[src/hdl/aocp_pkg.sv]
// Constants and types for the analog output routing and core clock prescaler bank
// ----------------------------------------------------------------------------
// Overview of operation
// - Enable with a non-reserved select code drives pin, otherwise pin high impedance
// - Gain code selects 1.33, 2.0, 3.0, 5.33
// - Unity override forces gain 1.0
// - Output one routes blocks 1, 3, reference
// - Output two routes blocks 2, 4, reference
// - Output three routes 5, 6, reference, supply
// - Six bit divider, upper bits read zero
// - Core clock equals system clock over value+1
// - Register access allowed at every divider value
// - Divider sets core, code memory permissions
// ----------------------------------------------------------------------------
package aocp_pkg;

  // --------------------------------------------------------------------------
  // Widths and register offsets
  // --------------------------------------------------------------------------
  localparam int unsigned ADDR_W = 10;
  localparam int unsigned DATA_W = 16;
  localparam int unsigned AOUT_W = 7;
  localparam int unsigned DIV_W = 6;
  localparam int unsigned FLAG_W = 16;
  localparam logic [9:0] OFS_AOUT1 = 10'h197;
  localparam logic [9:0] OFS_AOUT2 = 10'h198;
  localparam logic [9:0] OFS_AOUT3 = 10'h199;
  localparam logic [9:0] OFS_DIV = 10'h1a0;

  // --------------------------------------------------------------------------
  // Reset values, field codes and mode thresholds
  // --------------------------------------------------------------------------
  localparam logic [6:0] AOUT_RST = 7'h00;
  localparam logic [5:0] DIV_RST = 6'h00;
  localparam logic [2:0] SEL_BLK_A = 3'h0;
  localparam logic [2:0] SEL_BLK_B = 3'h1;
  localparam logic [2:0] SEL_REF = 3'h5;
  localparam logic [2:0] SEL_SUPPLY = 3'h7;
  localparam logic [1:0] GCODE_133 = 2'h0;
  localparam logic [1:0] GCODE_200 = 2'h1;
  localparam logic [1:0] GCODE_300 = 2'h2;
  localparam logic [1:0] GCODE_533 = 2'h3;
  localparam logic [5:0] DIV_MIN_CORE = 6'h01;
  localparam logic [5:0] DIV_MIN_CODE_RD = 6'h02;

  // --------------------------------------------------------------------------
  // Types
  // --------------------------------------------------------------------------
  typedef enum logic [3:0] {
    AOCP_SRC_NONE, AOCP_SRC_CM1, AOCP_SRC_CM2, AOCP_SRC_CM3, AOCP_SRC_CM4,
    AOCP_SRC_CM5, AOCP_SRC_CM6, AOCP_SRC_REF2V5, AOCP_SRC_SUPPLY
  } aocp_src_t;
  typedef enum logic [2:0] {
    AOCP_GAIN_1P00, AOCP_GAIN_1P33, AOCP_GAIN_2P00, AOCP_GAIN_3P00, AOCP_GAIN_5P33
  } aocp_gain_t;
  // Bit order matches the register: override 6, select 5:3, gain 2:1, enable 0
  typedef struct packed {
    logic unity;
    logic [2:0] sel;
    logic [1:0] gain;
    logic en;
  } aocp_aout_cfg_t;
  typedef struct packed {
    logic oe;
    aocp_src_t src;
    aocp_gain_t gain;
  } aocp_route_t;
  typedef struct packed {
    logic [9:0] addr;
    logic wr;
    logic rd;
    logic [15:0] wdata;
  } aocp_req_t;
  typedef struct packed {
    logic ack;
    logic [15:0] rdata;
  } aocp_rsp_t;
  typedef struct packed {
    logic core_ok;
    logic code_mem_ok;
    logic code_rd_ok;
    logic flag_drive_ok;
  } aocp_mode_t;

endpackage

[src/hdl/aocp_top.sv]
// Analog output routing registers and core clock prescaler register bank
`timescale 1ns/10ps
module aocp_top (
  // Clock and reset
  input wire logic mclk_i,
  input wire logic rst_b_i,
  // Register access from the serial host interface
  input wire aocp_pkg::aocp_req_t req_i,
  input wire logic lock_i,
  output aocp_pkg::aocp_rsp_t rsp_o,
  // Analog output pins
  output aocp_pkg::aocp_route_t analog_pin_one_o,
  output aocp_pkg::aocp_route_t analog_pin_two_o,
  output aocp_pkg::aocp_route_t analog_pin_three_o,
  // Core clock
  output logic core_clock_tick_o,
  output aocp_pkg::aocp_mode_t mode_o,
  // Microcore start gating
  input wire logic core_start_i,
  output logic core_run_o,
  // Code memory access gating
  input wire logic code_memory_req_i,
  output logic code_memory_grant_o,
  input wire logic code_memory_flash_rd_i,
  output logic code_memory_flash_rd_grant_o,
  // Flag pin output enables
  input wire logic [15:0] flag_out_en_i,
  output logic [15:0] flag_out_en_o
);
  import aocp_pkg::*;

  // --------------------------------------------------------------------------
  // State
  // --------------------------------------------------------------------------
  typedef struct packed {
    aocp_aout_cfg_t aout1;
    aocp_aout_cfg_t aout2;
    aocp_aout_cfg_t aout3;
    logic [5:0] div;
    aocp_rsp_t rsp;
    logic run;
    logic mem_grant;
    logic flash_grant;
    logic [15:0] flag_oe;
  } aocp_top_st_t;

  aocp_top_st_t cur_q, nxt_d;
  aocp_mode_t mode;
  logic [15:0] rd_word;

  // --------------------------------------------------------------------------
  // Read-back
  // --------------------------------------------------------------------------

  // Narrow fields sit low and upper bits read zero; unmapped reads give zero
  always_comb begin
    rd_word = 16'h0000;
    unique case (req_i.addr)
      OFS_AOUT1: rd_word = {{(DATA_W - AOUT_W){1'b0}}, cur_q.aout1};
      OFS_AOUT2: rd_word = {{(DATA_W - AOUT_W){1'b0}}, cur_q.aout2};
      OFS_AOUT3: rd_word = {{(DATA_W - AOUT_W){1'b0}}, cur_q.aout3};
      OFS_DIV: rd_word = {{(DATA_W - DIV_W){1'b0}}, cur_q.div};
      default: rd_word = 16'h0000;
    endcase
  end

  // --------------------------------------------------------------------------
  // Next state
  // --------------------------------------------------------------------------

  // Writes, answers and mode gating; the host is trusted not to change the
  // divider under running cores, the lock is the only hardware guard
  always_comb begin
    nxt_d = cur_q;
    nxt_d.rsp.ack = req_i.wr || req_i.rd;
    nxt_d.rsp.rdata = req_i.rd ? rd_word : 16'h0000;
    if (req_i.wr) begin
      unique case (req_i.addr)
        OFS_AOUT1: nxt_d.aout1 = req_i.wdata[6:0];
        OFS_AOUT2: nxt_d.aout2 = req_i.wdata[6:0];
        OFS_AOUT3: nxt_d.aout3 = req_i.wdata[6:0];
        OFS_DIV: begin
          if (!lock_i) begin
            nxt_d.div = req_i.wdata[5:0];
          end
        end
        default: nxt_d.div = cur_q.div;
      endcase
    end
    nxt_d.run = core_start_i && mode.core_ok;
    nxt_d.mem_grant = code_memory_req_i && mode.code_mem_ok;
    nxt_d.flash_grant = code_memory_flash_rd_i && mode.code_rd_ok;
    nxt_d.flag_oe = mode.flag_drive_ok ? flag_out_en_i : 16'h0000;
  end

  // State register
  always_ff @(posedge mclk_i or negedge rst_b_i) begin
    if (!rst_b_i) begin
      cur_q.aout1 <= AOUT_RST;
      cur_q.aout2 <= AOUT_RST;
      cur_q.aout3 <= AOUT_RST;
      cur_q.div <= DIV_RST;
      cur_q.rsp <= '0;
      cur_q.run <= 1'b0;
      cur_q.mem_grant <= 1'b0;
      cur_q.flash_grant <= 1'b0;
      cur_q.flag_oe <= 16'h0000;
    end else begin
      cur_q <= nxt_d;
    end
  end

  // --------------------------------------------------------------------------
  // Channels and divider
  // --------------------------------------------------------------------------

  // Output one
  aocp_aout_chan #(
    .SRC_A(AOCP_SRC_CM1),
    .SRC_B(AOCP_SRC_CM3),
    .SRC_TOP(AOCP_SRC_NONE)
  ) u_aout1 (
    .mclk_i(mclk_i),
    .rst_b_i(rst_b_i),
    .cfg_i(cur_q.aout1),
    .route_o(analog_pin_one_o)
  );

  // Output two
  aocp_aout_chan #(
    .SRC_A(AOCP_SRC_CM2),
    .SRC_B(AOCP_SRC_CM4),
    .SRC_TOP(AOCP_SRC_NONE)
  ) u_aout2 (
    .mclk_i(mclk_i),
    .rst_b_i(rst_b_i),
    .cfg_i(cur_q.aout2),
    .route_o(analog_pin_two_o)
  );

  // Output three, the only one that can show the supply level
  aocp_aout_chan #(
    .SRC_A(AOCP_SRC_CM5),
    .SRC_B(AOCP_SRC_CM6),
    .SRC_TOP(AOCP_SRC_SUPPLY)
  ) u_aout3 (
    .mclk_i(mclk_i),
    .rst_b_i(rst_b_i),
    .cfg_i(cur_q.aout3),
    .route_o(analog_pin_three_o)
  );

  // Core clock divider
  aocp_core_div u_div (
    .mclk_i(mclk_i),
    .rst_b_i(rst_b_i),
    .div_i(cur_q.div),
    .tick_o(core_clock_tick_o),
    .mode_o(mode)
  );

  // --------------------------------------------------------------------------
  // Outputs
  // --------------------------------------------------------------------------
  assign rsp_o = cur_q.rsp;
  assign mode_o = mode;
  assign core_run_o = cur_q.run;
  assign code_memory_grant_o = cur_q.mem_grant;
  assign code_memory_flash_rd_grant_o = cur_q.flash_grant;
  assign flag_out_en_o = cur_q.flag_oe;
endmodule

[src/hdl/aocp_aout_chan.sv]
// One analog output channel: source decode, gain decode and pin enable
`timescale 1ns/10ps
module aocp_aout_chan #(
  parameter aocp_pkg::aocp_src_t SRC_A = aocp_pkg::AOCP_SRC_CM1,
  parameter aocp_pkg::aocp_src_t SRC_B = aocp_pkg::AOCP_SRC_CM3,
  parameter aocp_pkg::aocp_src_t SRC_TOP = aocp_pkg::AOCP_SRC_NONE
) (
  // Clock and reset
  input wire logic mclk_i,
  input wire logic rst_b_i,
  // Configuration from the register bank
  input wire aocp_pkg::aocp_aout_cfg_t cfg_i,
  // Analog routing controls for the pin
  output aocp_pkg::aocp_route_t route_o
);
  import aocp_pkg::*;

  typedef struct packed {
    aocp_route_t route;
  } aocp_chan_st_t;

  aocp_chan_st_t cur_q, nxt_d;

  // Decode source and gain; a reserved code leaves the pin floating
  always_comb begin
    nxt_d = cur_q;
    unique case (cfg_i.sel)
      SEL_BLK_A: nxt_d.route.src = SRC_A;
      SEL_BLK_B: nxt_d.route.src = SRC_B;
      SEL_REF: nxt_d.route.src = AOCP_SRC_REF2V5;
      SEL_SUPPLY: nxt_d.route.src = SRC_TOP;
      default: nxt_d.route.src = AOCP_SRC_NONE;
    endcase
    if (cfg_i.unity) begin
      nxt_d.route.gain = AOCP_GAIN_1P00;
    end else begin
      unique case (cfg_i.gain)
        GCODE_133: nxt_d.route.gain = AOCP_GAIN_1P33;
        GCODE_200: nxt_d.route.gain = AOCP_GAIN_2P00;
        GCODE_300: nxt_d.route.gain = AOCP_GAIN_3P00;
        GCODE_533: nxt_d.route.gain = AOCP_GAIN_5P33;
      endcase
    end
    nxt_d.route.oe = cfg_i.en && (nxt_d.route.src != AOCP_SRC_NONE);
  end

  // State register
  always_ff @(posedge mclk_i or negedge rst_b_i) begin
    if (!rst_b_i) begin
      cur_q <= '{route: '{oe: 1'b0, src: AOCP_SRC_NONE, gain: AOCP_GAIN_1P00}};
    end else begin
      cur_q <= nxt_d;
    end
  end

  assign route_o = cur_q.route;
endmodule

[src/hdl/aocp_core_div.sv]
// Core clock divider: one tick every value+1 system clocks, plus mode permissions
`timescale 1ns/10ps
module aocp_core_div (
  // Clock and reset
  input wire logic mclk_i,
  input wire logic rst_b_i,
  // Divider setting
  input wire logic [5:0] div_i,
  // Core clock enable pulse and permitted modes
  output logic tick_o,
  output aocp_pkg::aocp_mode_t mode_o
);
  import aocp_pkg::*;

  typedef struct packed {
    logic [5:0] cnt;
    logic tick;
    aocp_mode_t mode;
  } aocp_div_st_t;

  aocp_div_st_t cur_q, nxt_d;

  // Count up to the setting; >= keeps a lowered setting from overrunning
  always_comb begin
    nxt_d = cur_q;
    if (cur_q.cnt >= div_i) begin
      nxt_d.cnt = 6'h00;
      nxt_d.tick = 1'b1;
    end else begin
      nxt_d.cnt = cur_q.cnt + 6'h01;
      nxt_d.tick = 1'b0;
    end
    nxt_d.mode.core_ok = div_i >= DIV_MIN_CORE;
    nxt_d.mode.code_mem_ok = div_i >= DIV_MIN_CORE;
    nxt_d.mode.code_rd_ok = div_i >= DIV_MIN_CODE_RD;
    nxt_d.mode.flag_drive_ok = div_i >= DIV_MIN_CORE;
  end

  // State register
  always_ff @(posedge mclk_i or negedge rst_b_i) begin
    if (!rst_b_i) begin
      cur_q <= '0;
    end else begin
      cur_q <= nxt_d;
    end
  end

  assign tick_o = cur_q.tick;
  assign mode_o = cur_q.mode;

  // Helper: distance between ticks while the setting stays put
  logic [6:0] gap_q;
  logic [5:0] seen_q;
  logic chg_q;
  logic valid_q;
  always_ff @(posedge mclk_i or negedge rst_b_i) begin
    if (!rst_b_i) begin
      gap_q <= 7'h00;
      seen_q <= 6'h00;
      chg_q <= 1'b1;
      valid_q <= 1'b0;
    end else begin
      seen_q <= div_i;
      gap_q <= tick_o ? 7'h01 : gap_q + 7'h01;
      chg_q <= tick_o ? (div_i != seen_q) : (chg_q || div_i != seen_q);
      valid_q <= valid_q || tick_o;
    end
  end
endmodule

[config.mk]
export PLATFORM = sky130hd
export DESIGN_NAME = aocp_top
export DESIGN_NICKNAME = d
export VERILOG_FILES = /design/src/hdl/aocp_pkg.sv /design/src/hdl/aocp_top.sv /design/src/hdl/aocp_aout_chan.sv /design/src/hdl/aocp_core_div.sv
export SDC_FILE = /design/constraint.sdc
export NUM_CORES = 1
export LEC_CHECK = 0
export BUFFER_PORTS_ARGS = -buffer_cell sky130_fd_sc_hd__buf_4
export CELL_PAD_IN_SITES_DETAIL_PLACEMENT = 0
export CELL_PAD_IN_SITES_GLOBAL_PLACEMENT = 1
export CORE_UTILIZATION = 40
export CTS_CLUSTER_DIAMETER = 120
export DETAILED_ROUTE_END_ITERATION = 6
export PLACE_DENSITY_LB_ADDON = 0.08
export SLEW_MARGIN = 20
export SYNTH_ARGS = -nofsm -noshare
export SYNTH_HDL_FRONTEND = slang
export SYNTH_HIERARCHICAL = 1
export SYNTH_SLANG_ARGS = --single-unit
[constraint.sdc]
create_clock -name mclk_i -period 2.05 [get_ports mclk_i]
set_clock_uncertainty 0.1 [all_clocks]
set_input_delay 0.1025 -clock mclk_i [delete_from_list [all_inputs] [get_ports mclk_i]]
set_output_delay 0.1025 -clock mclk_i [all_outputs]
set_load 0.02 [all_outputs]
==> flow_metrics.tcl <==
set metrics [dict create \
    outcome "finished, final reports clean" \
    drive_gt1_frac 0.3203 \
    cts_resized 0 \
    drcViolationCount 0 \
    worst_slack_ns 0.1614 \
    leakage_nw 2.552 \
    h-tree-depth 3 \
    crit_arrival_ns 2.02 \
    dp.cells 516 \
    final_cell_area_sq_um 5079 \
    setup-violations-final 0 \
    finalHoldViolations 0 \
    cts_tree "built" \
    peakVddDrop_v 0.0003944 \
    clk_latency_ns 0.34 \
    async_reset_ff_frac 1.000 \
    post_cts_buffers 0 \
    ctsHoldBuffers 31 \
    num_antenna_cells 0 \
    grt_pass1_vias 2601 \
    grt_max_degree 50 \
    dp_slack_ns 0.3440 \
    syn-cell-area_sq_um 3929 \
    wire_per_inst_um 13.88 \
    netlist_top_cells_count "85 x dfrtp_1, 39 x buf_4, 25 x mux2_1, 23 x and2_1, 16 x ha_1" \
    clock_sinks 85 \
    dpl.hpwl_um 5519 \
    maxCapViolCount 0 \
    syn_avg_cell_area_sq_um 12.16 \
    clk_pin_slew_worst_paths_ns 0.08 \
    die_w_um 101.1 \
    finalPower_mw 3.250 \
    dr.pass1.iters 5 \
    final_util 0.5419 \
    worst_setup_path_end_kind "flip-flop" \
    rows 35 \
    dpl_cell_area_sq_um 4562 \
    antenna_found_initial 0 \
    syn_inst 323 \
    rsz0062_at_grt "false" \
    startpoint_type "input pin" \
    fillers 883 \
    synthDistinctLibCells 48 \
    core_sq_um 9371 \
    whs_ns 0.1315 \
    drv_slew 0 \
    p_per_area_nw_per_um2 640.0 \
    syn2layout_area_growth_pct 29.27 \
    cts_buffers 9 \
    routed_wl_um 7813 \
    synth_edf_count 0 \
    worstMarginPinSlew_ns 0.5600 \
    ys_seq_elements 85 \
    holdCritPathClass "in2reg" \
    gp_congestion 0.7893 \
    grt_pass1_wl_um 12670 \
    io_pins 115 \
    max_freq_ghz 0.5295 \
    finalSetupTns_ns 0 \
    crit_fanout 7 \
    crit_type "in2reg" \
    synth_top_area_frac 0.5414 \
    overflow 0 \
    required_ns 2.18 \
    cts_root_buffer "clkbuf_8" \
    vias 2619 \
    period_needed_ns 1.889 \
    portBuffers 94 \
    slew_headroom 0.6241 \
    routed_via_density 4.652 \
    period_share 0.9213 \
    die_y_um 101.1 \
    nets 495 \
    grt_usage 0.1638 \
    ys.flop_type "dfrtp_1" \
    yosysTopAreaCell "dfrtp_1" \
    stdcell_count 563 \
    synth_area_leaders "dfrtp_1 54%, buf_4 7.5%, mux2_1 7.2%, ha_1 5.1%, and2_1 3.7%" \
    dieArea_sq_um 10220 \
    ant_nets 0 \
    initial_core_util 0.4192 \
    synth_most_common_cell "dfrtp_1" \
    clock_path_buffers 2 \
    drt-initial-drc-count 59 \
    yosysSeqAreaShare 0.5414 \
    ys_warn_count 6 \
]
-- registers in the layout (all words and copies together), names as in the netlist --
register                      count
flag_out_en_o                    16
u_aout2/route_o                   7
u_aout3/route_o                   8
u_div/mode_o                      2
u_div/cur_q                       6
code_memory_grant_o               1
core_run_o                        1
rsp_o                             8
code_memory_flash_rd_grant_o      1
u_aout1/route_o                   7
u_div/tick_o                      1
cur_q                            27
-- metal layers --
metal | global-route usage | vias up | wire (um)
met5 | 0 | - | 0
met4 | 0.04794 | 0 | 104
met3 | 0.03745 | 7 | 359
met2 | 0.2758 | 76 | 3733
met1 | 0.2113 | 1278 | 3615
li1 | - | 1258 | -
-- power breakdown --
| part | switching (mW) | total [mW] | leakage (nW) | internal, mW |
|---|---|---|---|---|
| clock | 0.616 | 1.22 | 0.103 | 0.605 |
| combinational | 0.154 | 0.305 | 1.31 | 0.151 |
| sequential | 0.0200 | 1.72 | 1.14 | 1.70 |
-- worst paths after layout --
| kind | startpoint | end | slack, ns | cells past startpoint |
|---|---|---|---|---|
| worst max-delay path | req_i[27] | cur_q[52] | 0.16 | 6 |
| worst min-delay path | lock_i | cur_q[36] | 0.13 | 4 |
| worst max register to register | u_div/cur_q[5] | u_div/cur_q[10] | 0.40 | 5 |
| worst min register to register | u_div/mode_o[1] | code_memory_flash_rd_grant_o | 0.39 | 1 |
| max in group asynchronous | rst_b_i | cur_q[56] | 1.07 | 3 |
| min in group asynchronous | rst_b_i | flag_out_en_o[4] | 0.16 | 2 |
-- critical path, stage by stage --
cell and delay [ns]:
dlygate4sd3_1 0.54, buf_4 0.14, nand2b_4 0.16, nor3_2 0.39, nand3_2 0.30, mux2_1 0.39
-- cells by family (layout without fill, tap and decap cells) --
| group | after synthesis | in the layout | synth area share |
|---|---|---|---|
| buffers and inverters | 57 | 160 | 0.09235 |
| other | 3 | 11 | 0.002866 |
| muxes | 28 | 28 | 0.08025 |
| xor gates and xnor gates | 3 | 3 | 0.006689 |
| adders and majority gates | 16 | 16 | 0.05095 |
| and+or+nand+nor | 99 | 99 | 0.1602 |
| AOI/OAI and AO/OA | 32 | 32 | 0.06529 |
| DFF | 85 | 85 | 0.5414 |
-- layout make-up --
| class | instances | area, sq um | area share |
|---|---|---|---|
| Sequential cell | 85 | 2127 | 0.4188 |
| Tap cell | 129 | 161.4 | 0.03178 |
| Clock inverter | 6 | 68.82 | 0.01355 |
| Multi-Input combinational cell | 189 | 1469 | 0.2892 |
| Timing Repair Buffer | 129 | 1059 | 0.2084 |
| Clock buffer | 10 | 137.6 | 0.02710 |
| Inverter | 15 | 56.30 | 0.01109 |
-- layout by cell type, fill, tap and decap left out, drive strengths merged, types with 7 or more instances in the layout --
master	n
ha	16
nand3	7
mux2	28
clkbuf	10
nor2b	13
nor2	15
dfrtp	85
dlygate4sd3	31
nand2	13
buf	98
conb	11
inv	17
and2	23
(Power assumes the default switching activity.)
